File: src/common/eds_pkg.sv
// Shared constants for the panel drive waveform sequencer.
// Assumes a classic Wishbone slave with byte addresses and 32-bit data.
package eds_pkg;

  // ==========================================================
  // Register byte offsets
  localparam logic [7:0] OFS_PWR0 = 8'h00;
  localparam logic [7:0] OFS_PWR1 = 8'h04;
  localparam logic [7:0] OFS_CTL = 8'h08;
  localparam logic [7:0] OFS_TRIG = 8'h0C;
  localparam logic [7:0] OFS_INTF = 8'h10;
  localparam logic [7:0] OFS_INTE = 8'h14;
  localparam logic [7:0] OFS_OUTEN = 8'h18;
  localparam logic [7:0] OFS_SEGEN0 = 8'h1C;
  localparam logic [7:0] OFS_SEGEN1 = 8'h20;
  localparam logic [7:0] OFS_PLDATA = 8'h24;
  localparam logic [7:0] OFS_SEGD0 = 8'h28;
  localparam logic [7:0] OFS_SEGD1 = 8'h2C;
  localparam logic [7:0] OFS_WAVE = 8'h80;

  // ==========================================================
  // Writable masks and reset values
  localparam logic [31:0] MASK_PWR0 = 32'h0000_0F1F;
  localparam logic [31:0] MASK_PWR1 = 32'h0000_0F3F;
  localparam logic [31:0] MASK_CTL = 32'h0000_0037;
  localparam logic [31:0] MASK_WAVE = 32'h0000_BFFF;
  localparam logic [31:0] RST_PWR0 = 32'h0000_0000;
  localparam logic [31:0] RST_PWR1 = 32'h0000_0000;
  localparam logic [31:0] RST_CTL = 32'h0000_0000;
  localparam logic [15:0] RST_WAVE = 16'h0000;

  // ==========================================================
  // Field positions
  localparam int PW0_REF_ON = 0;
  localparam int PW0_REF_SEL = 1;
  localparam int PW0_DBL_ON = 2;
  localparam int PW0_DBL_BYP = 3;
  localparam int PW0_REF_HVY = 4;
  localparam int PW0_REF_CON = 8;
  localparam int PW1_HV_ON = 0;
  localparam int PW1_BST_ON = 1;
  localparam int PW1_BST_PLD = 2;
  localparam int PW1_HV_HVY = 3;
  localparam int PW1_HV_SEL = 4;
  localparam int PW1_HV_CON = 8;
  localparam int CTL_ON = 0;
  localparam int CTL_DRAIN = 1;
  localparam int CTL_DIRECT = 2;
  localparam int CTL_MAP = 4;
  localparam int W_LAST = 15;
  localparam int W_FLOAT = 13;
  localparam int W_TP = 12;
  localparam int W_LVL = 8;
  localparam logic [1:0] HV_SEL_BAD = 2'h3;

  // ==========================================================
  // Sizes
  localparam int SEG_N = 42;
  localparam int PIN_N = SEG_N + 1;
  localparam int SET_N = 32;
  localparam logic [4:0] LAST_SET = 5'h1F;

  typedef enum logic {SEQ_IDLE, SEQ_RUN} eds_seq_state_type;

endpackage : eds_pkg

File: src/rtl/eds_pin_cell.sv
// One segment or back-plane driver: picks level, enable and float state.
// Assumes all select inputs come from logic on the same clock.
module eds_pin_cell (
  input wire logic clk_i,
  input wire logic rst_i,
  input wire logic ce_i,
  input wire logic en_i,
  input wire logic direct_i,
  input wire logic wave_i,
  input wire logic float_i,
  input wire logic [3:0] levels_i,
  input wire logic cur_i,
  input wire logic tgt_i,
  input wire logic direct_lvl_i,
  output logic pin_o,
  output logic oe_n_o
);

  // ==========================================================
  // Registered pin level and enable, floating from reset
  always_ff @(posedge clk_i) begin
    if (rst_i) begin
      pin_o <= 1'b0;
      oe_n_o <= 1'b1;
    end else if (ce_i) begin
      if (!en_i) begin
        oe_n_o <= 1'b1;
      end else if (direct_i) begin
        pin_o <= direct_lvl_i;
        oe_n_o <= 1'b0;
      end else if (wave_i && !float_i) begin
        // Current/next pair picks ww, wb, bw or bb
        pin_o <= levels_i[{cur_i, tgt_i}];
        oe_n_o <= 1'b0;
      end else begin
        oe_n_o <= 1'b1;
      end
    end
  end

endmodule : eds_pin_cell

File: src/rtl/eds_seq_engine.sv
// Timing-set stepper: walks set indices and counts each set's period.
// Assumes the timing-set word for idx_o is presented the same cycle.
module eds_seq_engine
  import eds_pkg::*;
(
  input wire logic clk_i,
  input wire logic rst_i,
  input wire logic ce_i,
  input wire logic start_i,
  input wire logic last_i,
  input wire logic [7:0] dur_i,
  output logic [4:0] idx_o,
  output logic active_o,
  output logic done_o
);
  import eds_pkg::*;

  eds_seq_state_type state_r;
  logic [7:0] cnt_r;
  logic [4:0] idx_r;
  logic at_end;
  logic final_set;

  // ==========================================================
  // End of period and end of waveform
  assign at_end = (state_r == SEQ_RUN) && (cnt_r == dur_i);
  // Set 31 ends the run even when unmarked
  assign final_set = at_end && (last_i || idx_r == LAST_SET);
  assign done_o = final_set && ce_i;
  assign active_o = (state_r == SEQ_RUN);
  assign idx_o = idx_r;

  // State, index and period counter
  always_ff @(posedge clk_i) begin
    if (rst_i) begin
      state_r <= SEQ_IDLE;
      cnt_r <= 8'h00;
      idx_r <= 5'h00;
    end else if (ce_i) begin
      unique case (state_r)
        SEQ_IDLE: begin
          if (start_i) begin
            state_r <= SEQ_RUN;
            idx_r <= 5'h00;
            cnt_r <= 8'h00;
          end
        end
        SEQ_RUN: begin
          if (final_set) begin
            state_r <= SEQ_IDLE;
          end else if (at_end) begin
            idx_r <= idx_r + 5'h01;
            cnt_r <= 8'h00;
          end else begin
            cnt_r <= cnt_r + 8'h01;
          end
        end
      endcase
    end
  end
endmodule : eds_seq_engine

File: src/rtl/eds_waveform_ctrl.sv
// Panel drive controller: power-chain controls, timing-set memory,
// waveform sequencer and direct pin drive behind a Wishbone slave.
// Assumes one clock (the panel timing clock) and a synchronous reset.

// Functional notes
// - Booster pulldown grounds booster output
// - High-voltage output selects one of three levels
// - Two 4-bit contrast fields, sixteen steps
// - Controller works only when on; drain bit
// - Mode bit picks waveform or direct
// - Direct mode drives pins from software levels
// - Pins driven only when their enable set
// - Done flag write-one-clear, enable gates interrupt
// - Thirty-two separately addressed 15-bit timing sets
// - Trigger starts at set 0, steps upward
// - Last-set bit ends run; pins float
// - Float bit floats segments and back plane
// - Set bit 12 drives top plane level
// - Bits 11..8 give level per transition
// - Set lasts duration field plus one clocks
// - Keep current and next data per pin
// - Busy flag rises on trigger, falls at end
module eds_waveform_ctrl
  import eds_pkg::*;
(
  input wire logic clk_i,
  input wire logic rst_i,
  input wire logic ce_i,
  input wire logic [7:0] wb_adr_i,
  input wire logic [31:0] wb_dat_i,
  input wire logic [3:0] wb_sel_i,
  input wire logic wb_we_i,
  input wire logic wb_cyc_i,
  input wire logic wb_stb_i,
  output logic [31:0] wb_dat_o,
  output logic wb_ack_o,
  output logic irq_o,
  output logic ref_reg_power_o,
  output logic ref_level_select_o,
  output logic doubler_power_o,
  output logic doubler_bypass_o,
  output logic ref_reg_heavy_load_o,
  output logic [3:0] ref_reg_contrast_o,
  output logic hv_reg_power_o,
  output logic booster_power_o,
  output logic booster_pulldown_o,
  output logic hv_reg_heavy_load_o,
  output logic [1:0] hv_level_select_o,
  output logic [3:0] hv_reg_contrast_o,
  output logic pin_drain_enable_o,
  output logic [1:0] driver_map_select_o,
  output logic refresh_active_o,
  output logic [SEG_N-1:0] segment_pin_o,
  output logic [SEG_N-1:0] segment_pin_oe_n_o,
  output logic back_plane_pin_o,
  output logic back_plane_pin_oe_n_o,
  output logic top_plane_pin_o,
  output logic top_plane_pin_oe_n_o
);
  import eds_pkg::*;

  // ==========================================================
  // Declarations
  logic ack_r;
  logic [31:0] rdat_r;
  logic [31:0] pwr0_r;
  logic [31:0] pwr1_r;
  logic [31:0] ctl_r;
  logic refresh_done_flag_r;
  logic refresh_done_irq_en_r;
  logic top_plane_out_en_r;
  logic back_plane_out_en_r;
  logic [SEG_N-1:0] segment_out_en_r;
  logic top_plane_level_r;
  logic [PIN_N-1:0] nxt_r;
  logic [PIN_N-1:0] cur_r;
  logic [PIN_N-1:0] tgt_r;
  logic [15:0] wave_mem [SET_N];
  logic acc;
  logic wr;
  logic wave_hit;
  logic [4:0] wave_widx;
  logic [31:0] wmask;
  logic [31:0] rd_mux;
  logic [31:0] pwr1_nxt;
  logic controller_on;
  logic direct_drive_select;
  logic refresh_kick;
  logic seq_start;
  logic seq_done;
  logic seq_active;
  logic [4:0] seq_idx;
  logic [15:0] cur_word;
  logic wave_drive;
  logic direct_drive;
  logic [PIN_N-1:0] pin_en;
  logic [PIN_N-1:0] pin_lvl;
  logic [PIN_N-1:0] pin_oe_n;

  // ==========================================================
  // Wishbone decode: one wait state, ack drops after one cycle
  assign acc = wb_cyc_i && wb_stb_i && !ack_r;
  assign wr = acc && wb_we_i;
  assign wave_hit = wb_adr_i[7];
  assign wave_widx = wb_adr_i[6:2];
  assign wb_ack_o = ack_r;
  assign wb_dat_o = rdat_r;

  // Byte enables to a bit mask
  always_comb begin
    for (int b = 0; b < 4; b++) begin
      wmask[b*8 +: 8] = {8{wb_sel_i[b]}};
    end
  end

  // Ack and registered read data
  always_ff @(posedge clk_i) begin
    if (rst_i) begin
      ack_r <= 1'b0;
      rdat_r <= 32'h0000_0000;
    end else if (ce_i) begin
      ack_r <= acc;
      if (acc && !wb_we_i) begin
        rdat_r <= rd_mux;
      end
    end
  end

  // Read mux; unmapped words read as zero
  always_comb begin
    rd_mux = 32'h0000_0000;
    if (wave_hit) begin
      rd_mux = {16'h0000, wave_mem[wave_widx]};
    end else begin
      unique case ({wb_adr_i[7:2], 2'b00})
        OFS_PWR0: rd_mux = pwr0_r;
        OFS_PWR1: rd_mux = pwr1_r;
        OFS_CTL: rd_mux = ctl_r;
        OFS_TRIG: rd_mux = {31'h0, seq_active};
        OFS_INTF: rd_mux = {30'h0, seq_active, refresh_done_flag_r};
        OFS_INTE: rd_mux = {31'h0, refresh_done_irq_en_r};
        OFS_OUTEN: rd_mux = {30'h0, back_plane_out_en_r,
                             top_plane_out_en_r};
        OFS_SEGEN0: rd_mux = segment_out_en_r[31:0];
        OFS_SEGEN1: rd_mux = {22'h0, segment_out_en_r[SEG_N-1:32]};
        OFS_PLDATA: rd_mux = {30'h0, nxt_r[SEG_N], top_plane_level_r};
        OFS_SEGD0: rd_mux = nxt_r[31:0];
        OFS_SEGD1: rd_mux = {22'h0, nxt_r[SEG_N-1:32]};
        default: rd_mux = 32'h0000_0000;
      endcase
    end
  end

  // ==========================================================
  // Power chain registers
  always_comb begin
    pwr1_nxt = ((pwr1_r & ~wmask) | (wb_dat_i & wmask)) & MASK_PWR1;
    // Fourth code is not a level: keep the old choice
    if (pwr1_nxt[PW1_HV_SEL +: 2] == HV_SEL_BAD) begin
      pwr1_nxt[PW1_HV_SEL +: 2] = pwr1_r[PW1_HV_SEL +: 2];
    end
  end

  always_ff @(posedge clk_i) begin
    if (rst_i) begin
      pwr0_r <= RST_PWR0;
      pwr1_r <= RST_PWR1;
      ctl_r <= RST_CTL;
    end else if (ce_i && wr && !wave_hit) begin
      if ({wb_adr_i[7:2], 2'b00} == OFS_PWR0) begin
        pwr0_r <= ((pwr0_r & ~wmask) | (wb_dat_i & wmask)) & MASK_PWR0;
      end
      if ({wb_adr_i[7:2], 2'b00} == OFS_PWR1) begin
        pwr1_r <= pwr1_nxt;
      end
      if ({wb_adr_i[7:2], 2'b00} == OFS_CTL) begin
        ctl_r <= ((ctl_r & ~wmask) | (wb_dat_i & wmask)) & MASK_CTL;
      end
    end
  end

  // Analog control levels; sequencing waits are up to software
  assign ref_reg_power_o = pwr0_r[PW0_REF_ON];
  assign ref_level_select_o = pwr0_r[PW0_REF_SEL];
  assign doubler_power_o = pwr0_r[PW0_DBL_ON];
  assign doubler_bypass_o = pwr0_r[PW0_DBL_BYP];
  assign ref_reg_heavy_load_o = pwr0_r[PW0_REF_HVY];
  assign ref_reg_contrast_o = pwr0_r[PW0_REF_CON +: 4];
  assign hv_reg_power_o = pwr1_r[PW1_HV_ON];
  assign booster_power_o = pwr1_r[PW1_BST_ON];
  assign booster_pulldown_o = pwr1_r[PW1_BST_PLD];
  assign hv_reg_heavy_load_o = pwr1_r[PW1_HV_HVY];
  assign hv_level_select_o = pwr1_r[PW1_HV_SEL +: 2];
  assign hv_reg_contrast_o = pwr1_r[PW1_HV_CON +: 4];
  assign controller_on = ctl_r[CTL_ON];
  assign direct_drive_select = ctl_r[CTL_DIRECT];
  assign pin_drain_enable_o = ctl_r[CTL_DRAIN];
  assign driver_map_select_o = ctl_r[CTL_MAP +: 2];

  // ==========================================================
  // Output enables and display data (next and top plane)
  always_ff @(posedge clk_i) begin
    if (rst_i) begin
      top_plane_out_en_r <= 1'b0;
      back_plane_out_en_r <= 1'b0;
      segment_out_en_r <= '0;
      top_plane_level_r <= 1'b0;
      nxt_r <= '0;
    end else if (ce_i && wr && !wave_hit) begin
      unique case ({wb_adr_i[7:2], 2'b00})
        OFS_OUTEN: begin
          if (wb_sel_i[0]) begin
            top_plane_out_en_r <= wb_dat_i[0];
            back_plane_out_en_r <= wb_dat_i[1];
          end
        end
        OFS_SEGEN0: begin
          segment_out_en_r[31:0] <= (segment_out_en_r[31:0] & ~wmask)
                                    | (wb_dat_i & wmask);
        end
        OFS_SEGEN1: begin
          segment_out_en_r[SEG_N-1:32] <=
            (segment_out_en_r[SEG_N-1:32] & ~wmask[9:0])
            | (wb_dat_i[9:0] & wmask[9:0]);
        end
        OFS_PLDATA: begin
          if (wb_sel_i[0]) begin
            top_plane_level_r <= wb_dat_i[0];
            nxt_r[SEG_N] <= wb_dat_i[1];
          end
        end
        OFS_SEGD0: begin
          nxt_r[31:0] <= (nxt_r[31:0] & ~wmask) | (wb_dat_i & wmask);
        end
        OFS_SEGD1: begin
          nxt_r[SEG_N-1:32] <= (nxt_r[SEG_N-1:32] & ~wmask[9:0])
                               | (wb_dat_i[9:0] & wmask[9:0]);
        end
        default: begin
        end
      endcase
    end
  end

  // ==========================================================
  // Timing-set memory, one word per set, bit 14 held at zero
  always_ff @(posedge clk_i) begin
    if (rst_i) begin
      for (int i = 0; i < SET_N; i++) begin
        wave_mem[i] <= RST_WAVE;
      end
    end else if (ce_i && wr && wave_hit) begin
      wave_mem[wave_widx] <= ((wave_mem[wave_widx] & ~wmask[15:0])
        | (wb_dat_i[15:0] & wmask[15:0])) & MASK_WAVE[15:0];
    end
  end

  assign cur_word = wave_mem[seq_idx];

  // ==========================================================
  // Trigger: waveform mode only, dropped while a run is busy
  assign refresh_kick = wr && !wave_hit && wb_sel_i[0] && wb_dat_i[0]
                        && ({wb_adr_i[7:2], 2'b00} == OFS_TRIG);
  assign seq_start = refresh_kick && controller_on
                     && !direct_drive_select && !seq_active;

  eds_seq_engine u_seq (
    .clk_i(clk_i),
    .rst_i(rst_i),
    .ce_i(ce_i),
    .start_i(seq_start),
    .last_i(cur_word[W_LAST]),
    .dur_i(cur_word[7:0]),
    .idx_o(seq_idx),
    .active_o(seq_active),
    .done_o(seq_done)
  );

  assign refresh_active_o = seq_active;

  // Pair of data per pin: target taken at trigger, current at done
  always_ff @(posedge clk_i) begin
    if (rst_i) begin
      cur_r <= '0;
      tgt_r <= '0;
    end else if (ce_i) begin
      if (seq_start) begin
        tgt_r <= nxt_r;
      end
      if (seq_done) begin
        cur_r <= tgt_r;
      end
    end
  end

  // Done flag: a set in the clearing cycle wins
  always_ff @(posedge clk_i) begin
    if (rst_i) begin
      refresh_done_flag_r <= 1'b0;
      refresh_done_irq_en_r <= 1'b0;
    end else if (ce_i) begin
      if (seq_done) begin
        refresh_done_flag_r <= 1'b1;
      end else if (wr && !wave_hit && wb_sel_i[0] && wb_dat_i[0]
                   && {wb_adr_i[7:2], 2'b00} == OFS_INTF) begin
        refresh_done_flag_r <= 1'b0;
      end
      if (wr && !wave_hit && wb_sel_i[0]
          && {wb_adr_i[7:2], 2'b00} == OFS_INTE) begin
        refresh_done_irq_en_r <= wb_dat_i[0];
      end
    end
  end

  assign irq_o = refresh_done_flag_r && refresh_done_irq_en_r;

  // ==========================================================
  // Pin drive; controller off means every pin floats
  assign wave_drive = controller_on && !direct_drive_select
                      && seq_active;
  assign direct_drive = controller_on && direct_drive_select;
  assign pin_en = {back_plane_out_en_r, segment_out_en_r};

  generate
    for (genvar p = 0; p < PIN_N; p++) begin : g_pin
      eds_pin_cell u_cell (
        .clk_i(clk_i),
        .rst_i(rst_i),
        .ce_i(ce_i),
        .en_i(pin_en[p]),
        .direct_i(direct_drive),
        .wave_i(wave_drive),
        .float_i(cur_word[W_FLOAT]),
        .levels_i(cur_word[W_LVL +: 4]),
        .cur_i(cur_r[p]),
        .tgt_i(tgt_r[p]),
        .direct_lvl_i(nxt_r[p]),
        .pin_o(pin_lvl[p]),
        .oe_n_o(pin_oe_n[p])
      );
    end
  endgenerate

  assign segment_pin_o = pin_lvl[SEG_N-1:0];
  assign segment_pin_oe_n_o = pin_oe_n[SEG_N-1:0];
  assign back_plane_pin_o = pin_lvl[SEG_N];
  assign back_plane_pin_oe_n_o = pin_oe_n[SEG_N];

  // Top plane ignores the float bit, follows bit 12 in waveform mode
  always_ff @(posedge clk_i) begin
    if (rst_i) begin
      top_plane_pin_o <= 1'b0;
      top_plane_pin_oe_n_o <= 1'b1;
    end else if (ce_i) begin
      if (!top_plane_out_en_r) begin
        top_plane_pin_oe_n_o <= 1'b1;
      end else if (direct_drive) begin
        top_plane_pin_o <= top_plane_level_r;
        top_plane_pin_oe_n_o <= 1'b0;
      end else if (wave_drive) begin
        top_plane_pin_o <= cur_word[W_TP];
        top_plane_pin_oe_n_o <= 1'b0;
      end else begin
        top_plane_pin_oe_n_o <= 1'b1;
      end
    end
  end
endmodule : eds_waveform_ctrl

File: config.mk
export PLATFORM = sky130hd
export DESIGN_NAME = eds_waveform_ctrl
export DESIGN_NICKNAME = d
export VERILOG_FILES = /design/src/common/eds_pkg.sv /design/src/rtl/eds_pin_cell.sv /design/src/rtl/eds_seq_engine.sv /design/src/rtl/eds_waveform_ctrl.sv
export SDC_FILE = /design/constraint.sdc
export NUM_CORES = 2
export LEC_CHECK = 0
export ABC_AREA = 0
export BUFFER_PORTS_ARGS = -buffer_cell sky130_fd_sc_hd__buf_2
export CAP_MARGIN = 15
export CORE_MARGIN = 1.5
export CORE_UTILIZATION = 39
export CTS_CLUSTER_SIZE = 28
export DETAILED_ROUTE_END_ITERATION = 10
export GPL_TIMING_DRIVEN = 0
export PLACE_DENSITY = 0.55
export SYNTH_ARGS = -nofsm -noshare
export SYNTH_HDL_FRONTEND = slang
export SYNTH_SLANG_ARGS = --single-unit
File: constraint.sdc
create_clock -name clk_i -period 6.59 [get_ports clk_i]
set_input_delay 0.659 -clock clk_i [delete_from_list [all_inputs] [get_ports clk_i]]
set_output_delay 0.659 -clock clk_i [all_outputs]
set_load 0.1 [all_outputs]
# Word-level counts from Yosys, hierarchy flattened
# Memories as Yosys holds them, arrays and structs flattened. A register that Yosys moved wholly into a read port is not among the register bits.
# Index checks and enable logic that the tools add are counted.
# Widths: inputs -> output; s select.
# op_classes
addsub	2
magnitude_cmp	43
n_eq_ne	17
muxes	247
bitwise_logic	24
n_reduce_logical	97
# ops
cell	n
$pmux 32 s12	1
$mux 1	189
$reduce_and 3->1	48
$lt 2x3->1 const B	43
$and 32x32->32	3
$bmux 1 s2	43
$or 32x32->32	2
$and 16x16->16	2
$mux 32	1
$not 32->32	1
$and 10x10->10	3
$mux 5	6
$and 12x12->12	2
$eq 6x3->1 const B	4
$eq 6x4->1 const B	4
$logic_and 1x1->1	24
$mux 8	3
$or 12x12->12	2
$reduce_and 2->1	12
$or 10x10->10	2
$not 16->16	1
$or 16x16->16	1
$pmux 8 s2	1
$mux 15	1
20 further kinds	31
# word_totals
reg_bits	335
ram_bits	480
inputBits	50
out_inout_bits	145
wordCells	540
mem_count	1
# memory_table
memory	depth	width	rd	rd_ports_with_merged_regs	wr	line	rtl
wave_mem	32	15	2	1	32	eds_waveform_ctrl.sv:78	logic [15:0] wave_mem [SET_N];

# Longest topological paths before layout
# depth
word_depth	14
ltp_mapped	16
ltp_nobuf	10

# Cells and area by module
# From an unflattened synthesis, not the netlist that was laid out.
# hier_totals
hier_cells	3621
area_unflattened_um2	41701.2
# modules_own_cells
mod	n_inst	cells_per_inst	area_per_inst_um2	seq_area_each_um2
eds_waveform_ctrl	1	2831	34280.4	19118.3
eds_pin_cell	43	16	152.6	40.0
eds_seq_engine	1	102	857.1	280.3

# Worst setup path after synthesis
# Ideal clock, no wire load.
# synth_path
path_type	input to register
start	input wb_adr_i[2]
end	memory wave_mem[0][12] in the netlist's numbering (data pin)
setup_time_ns	0.266
arrival_ns	3.488
t_required_ns	6.324
setup_slack_ns	2.836
path_stages	9
path_buffers	4
cell_sequence	clkbuf_1 -> clkbuf_1 -> buf_1 -> mux4_2 -> mux4_2 -> mux2_2 -> mux2i_1 -> clkbuf_1 -> nor2_1
# synth_lines
item	line	rtl
start: declaration	eds_waveform_ctrl.sv:29	input wire logic [7:0] wb_adr_i,
end: declaration	eds_waveform_ctrl.sv:78	

==> results by group <==
Outcome
  • Outcome: finished clean

Global routing
  • Global-route usage over all layers: 31.7%
  • Number of global-route vias before repair: 29572
  • Largest net degree at the start of global routing: 16
  • Total grt overflow: 0
  • First-pass GRT wire length: 229 mm
  • Initial antenna violation count: 13

Synth
  • Top cell type by total area after synthesis: edfxtp_1
  • EDFF count, synth: 480
  • Synthesized area: 0.0398 mm2
  • Syn Nets: 3556
  • Yosys reg bits: 820
  • Post-Synthesis Cells: 3503
  • Most common cell in the netlist: nor2_1
  • Async set-reset flop share out of synthesis: 0%
  • Synth top cells by count: nor2_1, edfxtp_1, nand2_1
  • Mean Syn Cell Area: 11.4 um2
  • Distinct cells, synth: 61
  • Top cells by area, synth: edfxtp_1, dfxtp_1, mux4_2
  • Share of the synthesized area in the top cell type: 36.2%
  • Top FF cell, synth: edfxtp_1
  • Yosys warnings: 0
  • Post-synthesis sequential area ratio: 53.3%

Detailed routing
  • Drt total wl: 167 mm
  • DRC violations left: 0
  • DRT iter0 DRCs: 4623
  • Vias per cell: 6.12
  • Via count: 32130
  • Routed WL per cell: 31.8 um
  • Post-DRT Antenna Nets: 0
  • Number of detailed-route iterations in the first pass: 8

Layout
  • Seq. cell area: 0.0212 mm2
  • Multi-input gate area: 0.0167 mm2
  • Share of layout cells above drive strength 1: 20.1%
  • Fillers: 9508
  • Area grow syn2layout: 14.8%
  • Nets: 3857
  • Design Area, Final: 0.0457 mm2
  • Fin cells: 5252

Worst setup path
  • Most used cell, CP: buf_2
  • Crit Path Category: reg2reg
  • Slowest CP cell: buf_2
  • CP Capture Type: register
  • Max stage delay on crit path: 670 ps
  • Buf/Inv on CP: 6
  • CP max FO: 10
  • CP Data Arrival Time: 6270 ps
  • Setup crit start kind: register
  • Critical path data required time: 7190 ps
  • Critical-path cell list: buf_6 -> buf_6 -> buf_2 -> buf_2 -> buf_2 -> mux4_2 -> mux4_2 -> nand2_1 -> a31oi_1 -> nor2_2 -> buf_2 -> nand2_1 -> nor3_1 -> a21oi_1 -> nor2_1
  • Crit path max-delay family: buffers and inverters

Floorplan
  • Core Rows: 117
  • Core area: 0.101 mm2
  • Starting Density: 39.3%
  • Die X: 323 um
  • Num ports: 195
  • Die Ht: 323 um
  • Die area: 0.104 mm2

Clocking
  • CTS tree: done
  • Clock Sinks: 820
  • Reg clk slew, reported paths: 60 ps
  • Maximum clock insertion buffer count: 3
  • Root buf cell: clkbuf_16
  • H-Tree Depth: 3
  • CTS Buf Count: 93
  • CTS Hold Bufs: 0
  • Post_cts resized: 0
  • Post-CTS Setup Inserts: 0
  • Clk_lat worst skew: 700 ps

STA
  • Actual slew at the worst max-slew pin: 1440 ps
  • Clk_skew: 27.0 ps
  • Hold Vio Cnt, Final: 0
  • Max Clk Rate: 0.176 GHz
  • Final slew viol count: 0
  • Final period util: 86.0%
  • Crit path time final: 5670 ps
  • Slew margin rel.: 3.83%
  • RSZ-0062 raised after global routing: false
  • Endpoints failing setup: 0

Pwr
  • Total Power: 11.7 mW
  • Worst VDD drop: 170 uV
  • Leak: 15.7 nW
  • Pwr dens: 256 mW/mm2

Placed design
  • Cell Area, Placed: 0.0427 mm2
  • Detail Placement HPWL: 123 mm
  • PortBufs: 184
  • # placed instances: 5072
  • GPL Wtd Cong: 1.03

Hold path
  • Classification of the worst-slack hold path: in2reg

Run
  • Max_cap viols: 0
stage by stage:
stage	hold WS (ps)	util (%)	setup WS, ps	setup TNS, ps
6_report	227	45.1	922	0
5_1_grt	236	45.1	958	0
4_1_cts	207	45.0	949	0
3_5_place_dp	464	42.1	893	0
3_3_place_gp	459	41.9	-93.3	-949
2_1_floorplan	445	-	2840	0
worst paths after layout:
path	from	end	slack (ps)	cells past startpoint
worst max-delay path	register	g_pin[33].u_cell.pin_o	920	15
worst max register to register	register	g_pin[33].u_cell.pin_o	920	15
worst min register to register	register	register	470	2
worst min-delay path	wb_dat_i[21]	register	230	3
worst min-delay path, delay by kind of cell:
kind                   cells  cell delay (ps)
muxes                      1               60
and+or+nand+nor            1               70
buffers and inverters      1              100
power breakdown:
part           leakage (nW)  switching (mW)  internal, mW
Sequential             7.69          0.0589          5.52
Clock                  1.44            2.27          2.89
Combinational          6.55           0.708         0.283
Total                  15.7            3.03          8.69
cell usage in the layout, fill, tap and decap left out, types with 20 or more instances in the layout:
master and instances:
o21ai_0 68, a21oi_1 178, buf_1 23, a22o_1 20, buf_4 100, nor3_1 62
edfxtp_1 480, buf_2 222, dfxtp_1 340, clkbuf_1 229, mux2i_1 225, mux4_2 261
nand2_1 346, a22oi_1 45, nand3_1 28, nor2_1 822, a211oi_1 74, clkbuf_16 93
layout make-up:
| cell class | instances | area share (%) |
|---|---|---|
| Sequential cell | 820 | 46.4 |
| Multi-Input combinational cell | 2298 | 36.5 |
| Clock buffer | 125 | 5.51 |
| Buffer | 371 | 4.16 |
| Tap cell | 1368 | 3.74 |
| Timing Repair Buffer | 206 | 2.62 |
| Clock inverter | 48 | 0.944 |
| Inverter | 14 | 0.115 |
| Antenna cell | 2 | 0.0109 |
layer usage:
metal | part of all wire, % | GRT usage [%]
met1 | 38 | 41.6
met2 | 43 | 46.8
met3 | 13 | 10.2
met4 | 6.2 | 16.9
met5 | 0.051 | 0
kinds of logic after synthesis:
kind of cell,Yosys count,synth area share [%]
XOR/XNOR,5,0.110
AND/OR/NAND/NOR,1322,13.2
multiplexers,511,21.1
buffers and inverters,385,4.90
flip-flops,820,53.3
adder cells (fa/ha/maj),3,0.0943
AO/OA/AOI/OAI,457,7.30
Power figures use the tool's default switching activity.
